<file path="src/design/lfb_consts.svh">
`ifndef LFB_CONSTS_SVH
`define LFB_CONSTS_SVH

// register indices; byte address is four times the index
`define LFB_IDX_RX_BYTE     8'h28
`define LFB_IDX_RX_MATCH1   8'h29
`define LFB_IDX_RX_MATCH2   8'h2A
`define LFB_IDX_TX_BYTE     8'h7E
`define LFB_IDX_CTRL        8'h80
`define LFB_IDX_STATUS      8'h81
`define LFB_IDX_MASK        8'h82

// control register fields
`define LFB_CTRL_DESTUFF    0
`define LFB_CTRL_STUFF      1
`define LFB_CTRL_MF_LOAD    2
`define LFB_CTRL_FS_SRC     3
`define LFB_CTRL_W          4

// status and mask fields
`define LFB_ST_MATCH        0
`define LFB_ST_TX_EMPTY     1
`define LFB_ST_RX_FULL      2
`define LFB_ST_W            3

// reset values
`define LFB_RST_BYTE        8'h00
`define LFB_RST_CTRL        4'h0
`define LFB_RST_FLAGS       3'h0

// stuffing run lengths
`define LFB_STUFF_RUN       3'h5
`define LFB_ONES_SAT        3'h6

// one link byte spans 8 frames of 250 us
`define LFB_BYTE_PERIOD_US  2000
`define LFB_CLK_MHZ         200

`endif

</file>
<file path="src/design/lfb_pkg.sv">
package lfb_pkg;
    typedef logic [7:0] lfb_byte_t;
    typedef logic [2:0] lfb_cnt_t;
    typedef enum logic [2:0] {
        LFB_TX_LOAD = 3'b001,
        LFB_TX_SEND = 3'b010,
        LFB_TX_WAIT = 3'b100
    } lfb_tx_state_e;
endpackage

</file>
<file path="src/design/lfb_link_shifter.sv">
// The APB slave port was decided locally.
`timescale 1ns/10ps
`include "lfb_consts.svh"

// Notes on behaviour
// - shift received link bits into 8-bit byte
// - full byte sets full flag, masked interrupt
// - byte equal to a match sets match flag
// - destuff drops zero after five ones
// - zero after six or more ones kept
// - first received bit lands in LSB
// - transmit byte sent LSB first
// - eight bits sent sets empty flag, interrupt
// - unchanged transmit byte is resent
// - stuff zero after five transmitted ones
// - multiframe load and Fs source select
// - receive shifter runs beside packet controller
// - Fs message fields use same registers
module lfb_link_shifter #(
    parameter int BYTE_PERIOD_CYC = `LFB_BYTE_PERIOD_US * `LFB_CLK_MHZ
) (
    input  wire logic        ref_clk,
    input  wire logic        rst,
    input  wire logic        psel,
    input  wire logic        penable,
    input  wire logic        pwrite,
    input  wire logic [11:0] paddr,
    input  wire logic [31:0] pwdata,
    output logic      [31:0] prdata,
    output logic             pready,
    output logic             pslverr,
    input  wire logic        rx_bit_valid,
    input  wire logic        rx_bit,
    input  wire logic        tx_bit_req,
    input  wire logic        tx_mf_boundary,
    output logic             tx_bit,
    output logic             tx_fs_from_shifter,
    output logic             int_n
);

    initial begin
        if (BYTE_PERIOD_CYC < 8) begin
            $error("byte period too short for eight link bits");
        end
    end

    ////////////////////////////////////////////////////////////////////////////
    // register bus

    lfb_pkg::lfb_byte_t           rx_byte_q;
    lfb_pkg::lfb_byte_t           match1_q;
    lfb_pkg::lfb_byte_t           match2_q;
    lfb_pkg::lfb_byte_t           tx_hold_q;
    logic [`LFB_CTRL_W-1:0]       ctrl_q;
    logic [`LFB_ST_W-1:0]         status_q;
    logic [`LFB_ST_W-1:0]         status_d;
    logic [`LFB_ST_W-1:0]         mask_q;
    logic [`LFB_ST_W-1:0]         flag_set;
    logic [`LFB_ST_W-1:0]         flag_clr;
    logic [31:0]                  prdata_q;
    logic                         wr_en;
    logic                         addr_ok;
    logic [7:0]                   reg_idx;

    function automatic logic idx_mapped(input logic [11:0] a);
        logic [7:0] i;
        i = a[9:2];
        return (a[1:0] == 2'h0) && (a[11:10] == 2'h0) &&
               (i == `LFB_IDX_RX_BYTE || i == `LFB_IDX_RX_MATCH1 ||
                i == `LFB_IDX_RX_MATCH2 || i == `LFB_IDX_TX_BYTE ||
                i == `LFB_IDX_CTRL || i == `LFB_IDX_STATUS || i == `LFB_IDX_MASK);
    endfunction

    assign reg_idx = paddr[9:2];
    assign addr_ok = idx_mapped(paddr);
    assign pready  = 1'b1;
    assign pslverr = psel & penable & ~addr_ok;
    assign wr_en   = psel & penable & pwrite & addr_ok;
    assign prdata  = prdata_q;

    // read data is taken in the setup cycle so the access phase has no wait state
    always_ff @(posedge ref_clk) begin
        if (rst) begin
            prdata_q <= 32'h0000_0000;
        end else if (psel & ~penable & ~pwrite & ~addr_ok) begin
            // refused reads return zero rather than a neighbouring register
            prdata_q <= 32'h0000_0000;
        end else if (psel & ~penable & ~pwrite) begin
            case (reg_idx)
                `LFB_IDX_RX_BYTE:   prdata_q <= {24'h00_0000, rx_byte_q};
                `LFB_IDX_RX_MATCH1: prdata_q <= {24'h00_0000, match1_q};
                `LFB_IDX_RX_MATCH2: prdata_q <= {24'h00_0000, match2_q};
                `LFB_IDX_TX_BYTE:   prdata_q <= {24'h00_0000, tx_hold_q};
                `LFB_IDX_CTRL:      prdata_q <= {28'h000_0000, ctrl_q};
                `LFB_IDX_STATUS:    prdata_q <= {29'h0000_0000, status_q};
                `LFB_IDX_MASK:      prdata_q <= {29'h0000_0000, mask_q};
                default:            prdata_q <= 32'h0000_0000;
            endcase
        end
    end

    always_ff @(posedge ref_clk) begin
        if (rst) begin
            match1_q <= `LFB_RST_BYTE;
            match2_q <= `LFB_RST_BYTE;
            ctrl_q   <= `LFB_RST_CTRL;
            mask_q   <= `LFB_RST_FLAGS;
        end else if (wr_en) begin
            case (reg_idx)
                `LFB_IDX_RX_MATCH1: match1_q <= pwdata[7:0];
                `LFB_IDX_RX_MATCH2: match2_q <= pwdata[7:0];
                `LFB_IDX_CTRL:      ctrl_q   <= pwdata[`LFB_CTRL_W-1:0];
                `LFB_IDX_MASK:      mask_q   <= pwdata[`LFB_ST_W-1:0];
                default:            ;
            endcase
        end
    end

    // host copy of the transmit byte; it is only sampled by the shifter
    always_ff @(posedge ref_clk) begin
        if (rst) begin
            tx_hold_q <= `LFB_RST_BYTE;
        end else if (wr_en && reg_idx == `LFB_IDX_TX_BYTE) begin
            tx_hold_q <= pwdata[7:0];
        end
    end

    ////////////////////////////////////////////////////////////////////////////
    // status, mask and interrupt

    assign flag_clr = (wr_en && reg_idx == `LFB_IDX_STATUS) ? pwdata[`LFB_ST_W-1:0]
                                                            : `LFB_RST_FLAGS;
    // a new event in the clearing cycle wins over the clear
    assign status_d = (status_q & ~flag_clr) | flag_set;

    always_ff @(posedge ref_clk) begin
        if (rst) begin
            status_q <= `LFB_RST_FLAGS;
        end else begin
            status_q <= status_d;
        end
    end

    always_ff @(posedge ref_clk) begin
        if (rst) begin
            int_n <= 1'b1;
        end else begin
            int_n <= ~|(status_d & mask_q);
        end
    end

    assign tx_fs_from_shifter = ~ctrl_q[`LFB_CTRL_FS_SRC];

    ////////////////////////////////////////////////////////////////////////////
    // receive shifter, runs independent of any other link consumer

    lfb_pkg::lfb_byte_t rx_shift_q;
    lfb_pkg::lfb_cnt_t  rx_cnt_q;
    lfb_pkg::lfb_cnt_t  rx_ones_q;
    logic               rx_drop;
    logic               rx_take;
    logic               rx_done;
    lfb_pkg::lfb_byte_t rx_new;

    function automatic lfb_pkg::lfb_cnt_t ones_next(input lfb_pkg::lfb_cnt_t c,
                                                   input logic b);
        if (!b) begin
            return 3'h0;
        end
        return (c == `LFB_ONES_SAT) ? c : c + 3'h1;
    endfunction

    // only exactly five ones then a zero is a stuffed zero; six or more is a flag
    assign rx_drop = ctrl_q[`LFB_CTRL_DESTUFF] & ~rx_bit &
                     (rx_ones_q == `LFB_STUFF_RUN);
    assign rx_take = rx_bit_valid & ~rx_drop;
    assign rx_done = rx_take & (rx_cnt_q == 3'h7);
    assign rx_new  = {rx_bit, rx_shift_q[7:1]};

    always_ff @(posedge ref_clk) begin
        if (rst) begin
            rx_shift_q <= `LFB_RST_BYTE;
            rx_cnt_q   <= 3'h0;
            rx_ones_q  <= 3'h0;
        end else if (rx_bit_valid) begin
            rx_ones_q <= ones_next(rx_ones_q, rx_bit);
            if (rx_take) begin
                rx_shift_q <= rx_new;
                rx_cnt_q   <= rx_cnt_q + 3'h1;
            end
        end
    end

    // an unread byte is simply overwritten by the next one
    always_ff @(posedge ref_clk) begin
        if (rst) begin
            rx_byte_q <= `LFB_RST_BYTE;
        end else if (rx_done) begin
            rx_byte_q <= rx_new;
        end
    end

    ////////////////////////////////////////////////////////////////////////////
    // transmit shifter

    lfb_pkg::lfb_tx_state_e tx_state_q;
    lfb_pkg::lfb_byte_t     tx_shift_q;
    lfb_pkg::lfb_cnt_t      tx_cnt_q;
    lfb_pkg::lfb_cnt_t      tx_ones_q;
    logic                   tx_stuff;
    logic                   tx_last;

    assign tx_stuff = ctrl_q[`LFB_CTRL_STUFF] & (tx_ones_q == `LFB_STUFF_RUN);
    assign tx_last  = tx_bit_req & ~tx_stuff & (tx_state_q == lfb_pkg::LFB_TX_SEND) &
                      (tx_cnt_q == 3'h7);

    always_ff @(posedge ref_clk) begin
        if (rst) begin
            tx_state_q <= lfb_pkg::LFB_TX_LOAD;
            tx_shift_q <= `LFB_RST_BYTE;
            tx_cnt_q   <= 3'h0;
            tx_ones_q  <= 3'h0;
            tx_bit     <= 1'b0;
        end else begin
            case (tx_state_q)
                lfb_pkg::LFB_TX_LOAD: begin
                    // old byte is reloaded if the host has not written a new one
                    tx_shift_q <= tx_hold_q;
                    tx_cnt_q   <= 3'h0;
                    tx_state_q <= lfb_pkg::LFB_TX_SEND;
                end
                lfb_pkg::LFB_TX_SEND: begin
                    if (tx_bit_req) begin
                        if (tx_stuff) begin
                            tx_bit    <= 1'b0;
                            tx_ones_q <= 3'h0;
                        end else begin
                            tx_bit     <= tx_shift_q[0];
                            tx_ones_q  <= ones_next(tx_ones_q, tx_shift_q[0]);
                            tx_shift_q <= {1'b0, tx_shift_q[7:1]};
                            tx_cnt_q   <= tx_cnt_q + 3'h1;
                            if (tx_cnt_q == 3'h7) begin
                                tx_state_q <= ctrl_q[`LFB_CTRL_MF_LOAD]
                                              ? lfb_pkg::LFB_TX_WAIT
                                              : lfb_pkg::LFB_TX_LOAD;
                            end
                        end
                    end
                end
                lfb_pkg::LFB_TX_WAIT: begin
                    // keeps the Fs pattern aligned to the multiframe
                    if (tx_mf_boundary) begin
                        tx_state_q <= lfb_pkg::LFB_TX_LOAD;
                    end else if (!ctrl_q[`LFB_CTRL_MF_LOAD]) begin
                        tx_state_q <= lfb_pkg::LFB_TX_LOAD;
                    end
                end
                default: begin
                    tx_state_q <= lfb_pkg::LFB_TX_LOAD;
                end
            endcase
        end
    end

    ////////////////////////////////////////////////////////////////////////////
    // event sources

    always_comb begin
        flag_set                   = `LFB_RST_FLAGS;
        flag_set[`LFB_ST_RX_FULL]  = rx_done;
        flag_set[`LFB_ST_MATCH]    = rx_done &
                                     ((rx_new == match1_q) | (rx_new == match2_q));
        flag_set[`LFB_ST_TX_EMPTY] = tx_last;
    end

    ////////////////////////////////////////////////////////////////////////////
    // checks

    a_rx_full_set: assert property (@(posedge ref_clk) disable iff (rst)
        rx_done |=> status_q[`LFB_ST_RX_FULL])
        else $error("receive full flag missing after eighth bit");

    a_rx_stuffed_drop: assert property (@(posedge ref_clk) disable iff (rst)
        (rx_bit_valid && !rx_bit && ctrl_q[`LFB_CTRL_DESTUFF] && rx_ones_q == 3'h5)
        |=> $stable(rx_cnt_q) && $stable(rx_shift_q))
        else $error("stuffed zero was not removed");

    a_rx_flag_kept: assert property (@(posedge ref_clk) disable iff (rst)
        (rx_bit_valid && !rx_bit && rx_ones_q == 3'h6)
        |=> rx_cnt_q == $past(rx_cnt_q) + 3'h1)
        else $error("zero after six ones was dropped");

    a_rx_lsb_first: assert property (@(posedge ref_clk) disable iff (rst)
        rx_done |=> rx_byte_q[7] == $past(rx_bit) && rx_byte_q[0] == $past(rx_shift_q[1]))
        else $error("receive byte bit order wrong");

    a_rx_match_set: assert property (@(posedge ref_clk) disable iff (rst)
        (rx_done && rx_new == match1_q) |=> status_q[`LFB_ST_MATCH])
        else $error("match flag missing");

    a_tx_empty_set: assert property (@(posedge ref_clk) disable iff (rst)
        tx_last |=> status_q[`LFB_ST_TX_EMPTY] && tx_bit == $past(tx_shift_q[0]))
        else $error("transmit empty flag missing");

    a_tx_stuff_zero: assert property (@(posedge ref_clk) disable iff (rst)
        (tx_bit_req && tx_state_q == lfb_pkg::LFB_TX_SEND && tx_stuff)
        |=> !tx_bit && $stable(tx_cnt_q))
        else $error("no zero stuffed after five ones");

    a_tx_mf_hold: assert property (@(posedge ref_clk) disable iff (rst)
        (tx_state_q == lfb_pkg::LFB_TX_WAIT && !tx_mf_boundary && ctrl_q[`LFB_CTRL_MF_LOAD])
        |=> tx_state_q == lfb_pkg::LFB_TX_WAIT)
        else $error("transmit byte loaded off the multiframe boundary");

    a_flag_sticky: assert property (@(posedge ref_clk) disable iff (rst)
        (status_q[`LFB_ST_RX_FULL] && !flag_clr[`LFB_ST_RX_FULL])
        |=> status_q[`LFB_ST_RX_FULL])
        else $error("receive full flag dropped without a clear");

    a_int_level: assert property (@(posedge ref_clk) disable iff (rst)
        ##1 (int_n == ~|($past(status_d) & $past(mask_q))))
        else $error("interrupt level disagrees with flags");

    // reloads read the host copy, so a byte left unwritten simply goes out again
    a_tx_reload_hold: assert property (@(posedge ref_clk) disable iff (rst)
        (tx_state_q == lfb_pkg::LFB_TX_LOAD && !rst)
        |=> tx_shift_q == $past(tx_hold_q) && tx_state_q == lfb_pkg::LFB_TX_SEND)
        else $error("transmit byte not reloaded from the host copy");

    a_tx_one_per_req: assert property (@(posedge ref_clk) disable iff (rst)
        (tx_bit_req && tx_state_q == lfb_pkg::LFB_TX_SEND && !tx_stuff)
        |=> tx_cnt_q == $past(tx_cnt_q) + 3'h1 && tx_bit == $past(tx_shift_q[0]))
        else $error("transmit bit not taken from the low end");

    a_tx_wait_frozen: assert property (@(posedge ref_clk) disable iff (rst)
        tx_state_q == lfb_pkg::LFB_TX_WAIT
        |=> $stable(tx_bit) && $stable(tx_shift_q))
        else $error("transmit shifter moved while waiting for the multiframe");

    a_rx_idle_hold: assert property (@(posedge ref_clk) disable iff (rst)
        !rx_bit_valid |=> $stable(rx_cnt_q) && $stable(rx_shift_q))
        else $error("receive shifter moved without a link bit");

    a_rx_match_two: assert property (@(posedge ref_clk) disable iff (rst)
        (rx_done && rx_new == match2_q) |=> status_q[`LFB_ST_MATCH])
        else $error("second match byte not flagged");

    a_flag_cleared: assert property (@(posedge ref_clk) disable iff (rst)
        (flag_clr[`LFB_ST_RX_FULL] && !flag_set[`LFB_ST_RX_FULL])
        |=> !status_q[`LFB_ST_RX_FULL])
        else $error("receive full flag survived a clear");

    a_int_masked: assert property (@(posedge ref_clk) disable iff (rst)
        (mask_q == 3'h0) |=> int_n)
        else $error("interrupt raised with every source masked");

    c_rx_byte: cover property (@(posedge ref_clk) disable iff (rst)
        rx_done && flag_set[`LFB_ST_MATCH]);
    c_rx_destuff: cover property (@(posedge ref_clk) disable iff (rst)
        rx_bit_valid && rx_drop);
    c_tx_stuff: cover property (@(posedge ref_clk) disable iff (rst)
        tx_bit_req && tx_stuff && tx_state_q == lfb_pkg::LFB_TX_SEND);
    c_clear_race: cover property (@(posedge ref_clk) disable iff (rst)
        rx_done && flag_clr[`LFB_ST_RX_FULL]);
    c_tx_mf_wait: cover property (@(posedge ref_clk) disable iff (rst)
        tx_state_q == lfb_pkg::LFB_TX_WAIT && tx_mf_boundary);

endmodule

</file>
<file path="config.mk">
export PLATFORM = sky130hd
export DESIGN_NAME = lfb_link_shifter
export DESIGN_NICKNAME = d
export VERILOG_FILES = /design/src/design/lfb_pkg.sv /design/src/design/lfb_link_shifter.sv
export VERILOG_INCLUDE_DIRS = /design/src /design/src/design
export SDC_FILE = /design/constraint.sdc
export NUM_CORES = 1
export LEC_CHECK = 0
export BUFFER_PORTS_ARGS = -buffer_cell sky130_fd_sc_hd__buf_4
export CORE_ASPECT_RATIO = 2
export CORE_UTILIZATION = 59
export CTS_BUF_LIST = sky130_fd_sc_hd__clkbuf_4 sky130_fd_sc_hd__clkbuf_8 sky130_fd_sc_hd__clkbuf_16
export DETAILED_ROUTE_END_ITERATION = 10
export GPL_TIMING_DRIVEN = 1
export PLACE_DENSITY = 0.86
export SLEW_MARGIN = 20
export SYNTH_ARGS = -nofsm -noshare
export SYNTH_HDL_FRONTEND = slang
export SYNTH_SLANG_ARGS = --single-unit
</file>
<file path="constraint.sdc">
create_clock -name ref_clk -period 5.5 [get_ports ref_clk]
set_clock_uncertainty 0.2 [all_clocks]
set_input_delay 1.375 -clock ref_clk [delete_from_list [all_inputs] [get_ports ref_clk]]
set_output_delay 1.375 -clock ref_clk [all_outputs]
set_load 0.005 [all_outputs]
</file>
==> results of run 1 <==
## sequential cells by signal, indices dropped and copies added (netlist names)
signal	count
tx_ones_q	3
rx_shift_q	7
prdata	8
rx_cnt_q	3
tx_bit	1
rx_byte_q	8
match1_q	8
int_n	1
status_q	3
rx_ones_q	3
mask_q	3
ctrl_q	4
tx_hold_q	8
tx_cnt_q	3
tx_shift_q	8
match2_q	8
tx_state_q	3
## worst max path at each step
stage	endpoint	slack [ns]	start
5_1_grt	pslverr	1.14	paddr[1]
4_1_cts	pslverr	1.18	paddr[1]
2_1_floorplan	pslverr	1.54	paddr[4]
3_3_place_gp	pslverr	1.17	paddr[1]
3_5_place_dp	pslverr	1.18	paddr[1]
6_report	pslverr	1.18	paddr[1]
## routing by layer
metal	wire, um	part of all wire (%)
met1	3600	35
met5	0	0
met2	5780	56
met4	633	6.1
met3	320	3.1
## layout make-up
cell class              count  area, sq um
clock inverters             2         17.5
flip-flops and latches     82         1640
inverters                   9         33.8
fillers                   579         2020
multi-input cells         370         2250
repair buffers             42          315
well taps                  88          110
clock buffers              14          288
## kinds of logic (layout without fill, tap and decap cells)
kind of cell             Yosys count  in the layout
buffers and inverters             59             67
AO/OA/AOI/OAI                     95             95
flip-flops                        82             82
XOR/XNOR                          17             17
multiplexers                      34             34
other                              2             25
AND/OR/NAND/NOR                  189            189
adder cells (fa/ha/maj)           10             10
## where the power goes
part,leakage [nW],total [mW],internal [mW],switching [mW]
logic,1.06,0.105,0.0383,0.0667
clock network,0.153,0.595,0.362,0.233
registers,0.662,0.609,0.602,0.00696
## per-stage QoR
step,instances,cell area [sq um]
after floorplan,511,4200
final,607,4650
after global placement,591,4330
after detailed placement,591,4330
after global routing,607,4650
after CTS,607,4640
## cells in the mapped netlist, types with 4 or more instances
cell type  number
clkbuf_1       19
o22ai_1         7
a31oi_1         4
dfxtp_1        82
a21oi_1        46
nor2_1         64
nand3_1        18
or3_1           5
o21ai_0         4
nand4_1         4
nor3b_1         4
ha_1           10
a22oi_1        11
nand3b_1        4
nor2b_1         4
nor4_1          6
xor2_1         17
buf_2           4
nor3_1          8
mux2i_1        33
inv_1           9
nand2_1        56
buf_4          25
## worst max-delay path, delay by kind of cell
family | cells | cell delay [ns]
and+or+nand+nor | 3 | 1.12
buffers and inverters | 2 | 0.26
==> results.py, run 1 <==
metrics = {
    "run_status": {
        "status": "completed",
    },
    "grt": {
        "grt_max_degree": 76,
        "met2_usage_pct": 55.2,
        "busiest_layer": "met2",
        "use_met3_pct": 5.93,
        "use_met1_pct": 29.6,
        "grt_pass1_wl_um": 16600,
        "overflow": 0,
        "grt.total_usage_pct": 31.3,
        "antenna_found_initial": 0,
        "grt_pass1_vias": 3501,
    },
    "drt": {
        "drt_pass1_iterations": 5,
        "drt-total-wl_um": 10300,
        "drc": 0,
        "drt_iter0_drc": 257,
        "vias_per_cell": 5.85,
        "drtAntennaViolNets": 0,
        "vias": 3553,
        "wl_per_cell_um": 17.0,
    },
    "place": {
        "dpl_worst_slack_ns": 1.18,
        "portBuffers": 40,
        "dp_hpwl_um": 7720,
        "gp_congestion": 0.926,
    },
    "synthesis": {
        "synth_top_family_by_area": "simple AND/OR/NAND/NOR gates",
        "yosysTopAreaCell": "dfxtp_1",
        "ys_async_sr_fraction_pct": 0,
        "yosysUniqueCellTypes": 54,
        "yosys_warnings": 0,
        "ys.flop_type": "dfxtp_1",
        "synth_compound_area_share_pct": 14.5,
        "syn_area_per_cell_sq_um": 8.43,
        "synth_xor_xnor_area_share_pct": 3.62,
        "synth_top_area_share_pct": 39.9,
        "synthTopCellsByArea": "dfxtp_1, mux2i_1, nor2_1",
        "synthAdderAreaFrac_pct": 3.04,
        "ys_seq_area_share_pct": 39.9,
        "synth.ff_latch_count": 82,
        "netlist_area_sq_mm": 0.00411,
        "synth_mux_area_share_pct": 8.31,
        "synth-simple-area-share_pct": 22.5,
        "synth-edff-count": 0,
        "synthCells": 488,
    },
    "worst_setup_path": {
        "slowest_delay_ns": 0.56,
        "crit_top_cell": "buf_4",
        "reg2reg_depth": 6,
        "start_kind": "input port",
        "endpoint_kind": "output pin",
        "cp_slowest_cell": "or4_4",
        "cp_max_fo": 4,
        "r2r-start": "rx_ones_q[1]",
        "r2r-end": "int_n",
        "path_class": "in -> out",
        "regToRegSetupSlack_ns": 3.06,
        "cp.arrival_ns": 2.75,
        "crit_required_ns": 3.92,
        "path_cells": "buf_4 > or4_4 > nor4_1 > nor2_1 > buf_4",
    },
    "min_path": {
        "hp-class": "reg -> reg",
        "min_delay_path_depth": 2,
        "min_to": "tx_bit",
        "hp-start": "tx_bit",
    },
    "cts": {
        "holdBufCountCts": 0,
        "cts.htree.levels": 3,
        "cts.path.max_buffers": 2,
        "clkTransAtPathRegs_ns": 0.05,
        "tritoncts": "yes",
        "clkLatencyLatePin_ns": 0.34,
        "numClockSinks": 82,
        "cts_resized": 0,
        "root_buffer": "clkbuf_16",
        "cts_setup_buffers": 0,
        "cts_buffers": 9,
    },
    "sta": {
        "final.period_utilization_pct": 78.6,
        "rsz0062_at_grt": "false",
        "setup_viol_count_final": 0,
        "fin_setup_tns_ns": 0,
        "holdWs_ns": 0.266,
        "maxSlewViolCount": 0,
        "setup_slack_ns": 1.18,
        "tightest_slew_ns": 1.08,
        "relSlewSlack_pct": 27.1,
        "hold_viol": 0,
        "fmax_mhz": 231,
        "finalWorstPathRequiredPeriod_ns": 4.32,
    },
    "finish": {
        "utilization_pct": 69.7,
        "layout_commonest_cell": "dfxtp_1",
        "nNetsFinal": 577,
        "final_layout_size_suffix_gt1_share_pct": 12.9,
        "syn2layout_area_growth_pct": 13.1,
        "diodes": 0,
        "final_cell_mix": "dfxtp_1, nor2_1, nand2_1",
    },
    "floorplan": {
        "ios": 90,
        "start_util_pct": 61.6,
        "die-width_um": 61.0,
        "die_y_um": 120,
        "core_sq_mm": 0.00667,
        "rows": 42,
        "die-area_sq_mm": 0.00733,
    },
    "job": {
        "maxCapViolCount": 0,
    },
    "power": {
        "p_leak_nw": 1.88,
        "total_power_mw": 1.31,
        "cellPowerDensity_mw_per_mm2": 281,
        "ir_worst_vdd_v": 0.000249,
    },
}
Note: power is estimated with default switching activity, not from simulation.
==> run 2: changes to the inputs <==
CORE_UTILIZATION = 54   (was 59)
PLACE_DENSITY = 0.79   (was 0.86)
clock period = 4.5 ns   (was 5.5 ns; I/O delays follow)
==> run 2 against run 1 <==
Worst hold slack got worse by 0.0082 ns. Sequential power increased by 22%. Flip-flop and latch count unchanged. Largest power group is now the clock network. Clock-buffer cell count decreased by 3. Highest routed layer unchanged.
==> results.py, run 2 (same netlist as run 1, synthesis figures left out) <==
metrics = {
    "worst_setup_path": {
        "cp_top_family": "simple AND/OR/NAND/NOR gates",
        "crit_required_ns": 3.17,
        "r2r-end": "int_n",
        "start_kind": "input port",
        "endpoint_kind": "output pin",
        "regToRegSetupSlack_ns": 2.09,
        "reg2reg_depth": 6,
        "crit_buf_inv": 2,
        "cp.arrival_ns": 2.51,
        "crit_top_cell": "buf_4",
        "path_cells": "buf_4 > or4_4 > nor4_1 > nor2_1 > buf_4",
        "path_class": "in -> out",
        "cp_slowest_cell": "or4_4",
        "r2r-start": "rx_ones_q[1]",
        "slowest_delay_ns": 0.55,
        "cp_max_fo": 4,
    },
    "min_path": {
        "hp-start": "tx_bit",
        "min_to": "tx_bit",
        "hp-class": "reg -> reg",
        "min_delay_path_depth": 2,
    },
    "run_status": {
        "status": "completed",
    },
    "place": {
        "gp_congestion": 0.992,
        "dp.cells": 598,
        "dp_hpwl_um": 7490,
        "placed_area_sq_mm": 0.00436,
        "portBuffers": 40,
        "dpl_worst_slack_ns": 0.672,
    },
    "cts": {
        "cts.path.max_buffers": 2,
        "cts.htree.levels": 3,
        "tritoncts": "yes",
        "holdBufCountCts": 0,
        "cts_buffers": 9,
        "cts_resized": 0,
        "root_buffer": "clkbuf_16",
        "numClockSinks": 82,
        "clkLatencyLatePin_ns": 0.33,
        "clkTransAtPathRegs_ns": 0.05,
        "cts_setup_buffers": 0,
    },
    "drt": {
        "vias": 3620,
        "drt_iter0_drc": 221,
        "drt_pass1_iterations": 6,
        "drtAntennaViolNets": 0,
        "wl_per_cell_um": 16.3,
        "drc": 0,
        "drt-total-wl_um": 9970,
        "vias_per_cell": 5.92,
    },
    "sta": {
        "relSlewSlack_pct": 48.6,
        "finalWorstPathRequiredPeriod_ns": 3.83,
        "rsz0062_at_grt": "false",
        "maxSlewViolCount": 0,
        "fmax_mhz": 261,
        "hold_viol": 0,
        "tightest_slew_ns": 0.752,
        "setup_slack_ns": 0.670,
        "setup_viol_count_final": 0,
        "fin_setup_tns_ns": 0,
        "final.period_utilization_pct": 85.1,
    },
    "floorplan": {
        "ios": 90,
        "die-width_um": 63.7,
        "die_y_um": 125,
        "die-area_sq_mm": 0.00799,
        "rows": 44,
        "core_sq_mm": 0.00732,
        "start_util_pct": 56.2,
    },
    "power": {
        "p_comb_share_pct": 7.5,
        "switching_share_pct": 21.0,
        "p_seq_share_pct": 44.1,
        "power_switching_mw": 0.354,
        "total_power_mw": 1.68,
        "p_leak_nw": 1.91,
        "p_int_mw": 1.33,
        "cellPowerDensity_mw_per_mm2": 358,
        "clkPwrFrac_pct": 48.3,
        "ir_worst_vdd_v": 0.000262,
    },
    "job": {
        "maxCapViolCount": 0,
    },
    "finish": {
        "layout_commonest_cell": "dfxtp_1",
        "final_cell_mix": "dfxtp_1, nor2_1, nand2_1",
        "multiInputGateArea_sq_mm": 0.00224,
        "final_layout_size_suffix_gt1_share_pct": 13.1,
        "fillCellCount": 644,
        "syn2layout_area_growth_pct": 14.3,
        "fin_area_sq_mm": 0.00470,
        "regArea_sq_mm": 0.00164,
        "nNetsFinal": 580,
        "finalNonFillerCells": 612,
        "diodes": 0,
    },
    "grt": {
        "grt_pass1_wl_um": 16200,
        "overflow": 0,
        "grt_max_degree": 76,
        "antenna_found_initial": 0,
        "grt_pass1_vias": 3384,
        "grt.total_usage_pct": 26.2,
    },
}
run 2: worst max path at each step:
stage / startpoint / end / slack [ns] / depth (start not counted)
6_report: paddr[1] / pslverr / 0.67 / 5
4_1_cts: paddr[1] / pslverr / 0.68 / 5
2_1_floorplan: paddr[4] / pslverr / 1.04 / 5
5_1_grt: paddr[4] / pslverr / 0.59 / 6
3_3_place_gp: paddr[1] / pslverr / 0.65 / 5
3_5_place_dp: paddr[1] / pslverr / 0.67 / 5
run 2: tightest hold or removal path, cell delays in order, from the launching register on:
cell and delay [ns]:
dfxtp_1 0.31, nand2_1 0.05, a21oi_1 0.05
run 2: final cells by class:
cell class	count	area share, %
tap	92	2.45
multi-input combinational	370	47.7
timing repair buffer	45	7.19
sequential	82	34.9
inverter	9	0.719
clock buffer	11	5.11
clock inverter	3	1.92
run 2: power groups by stage:
stage,registers (mW),clock network [mW],logic [mW]
after floorplan,0.757,0,0.0894
after global placement,0.758,0,0.122
after detailed placement,0.759,0,0.124
after CTS,0.743,0.824,0.124
after global routing,0.744,0.856,0.139
final,0.743,0.813,0.127
run 2: per-layer routing:
metal	up-vias	share of wire (%)	global-route usage, %
met5	-	0	0
li1	1721	-	-
met1	1713	36	25.4
met3	46	4.6	5.02
met2	140	54	47.9
met4	0	5.4	18.3
run 2: stage by stage:
step / hold slack (ns) / util [%]
3_3_place_gp: 0.246 / 59.6
6_report: 0.258 / 64.2
3_5_place_dp: 0.255 / 59.6
5_1_grt: 0.285 / 64.2
2_1_floorplan: 0.240 / -
4_1_cts: 0.262 / 64.1
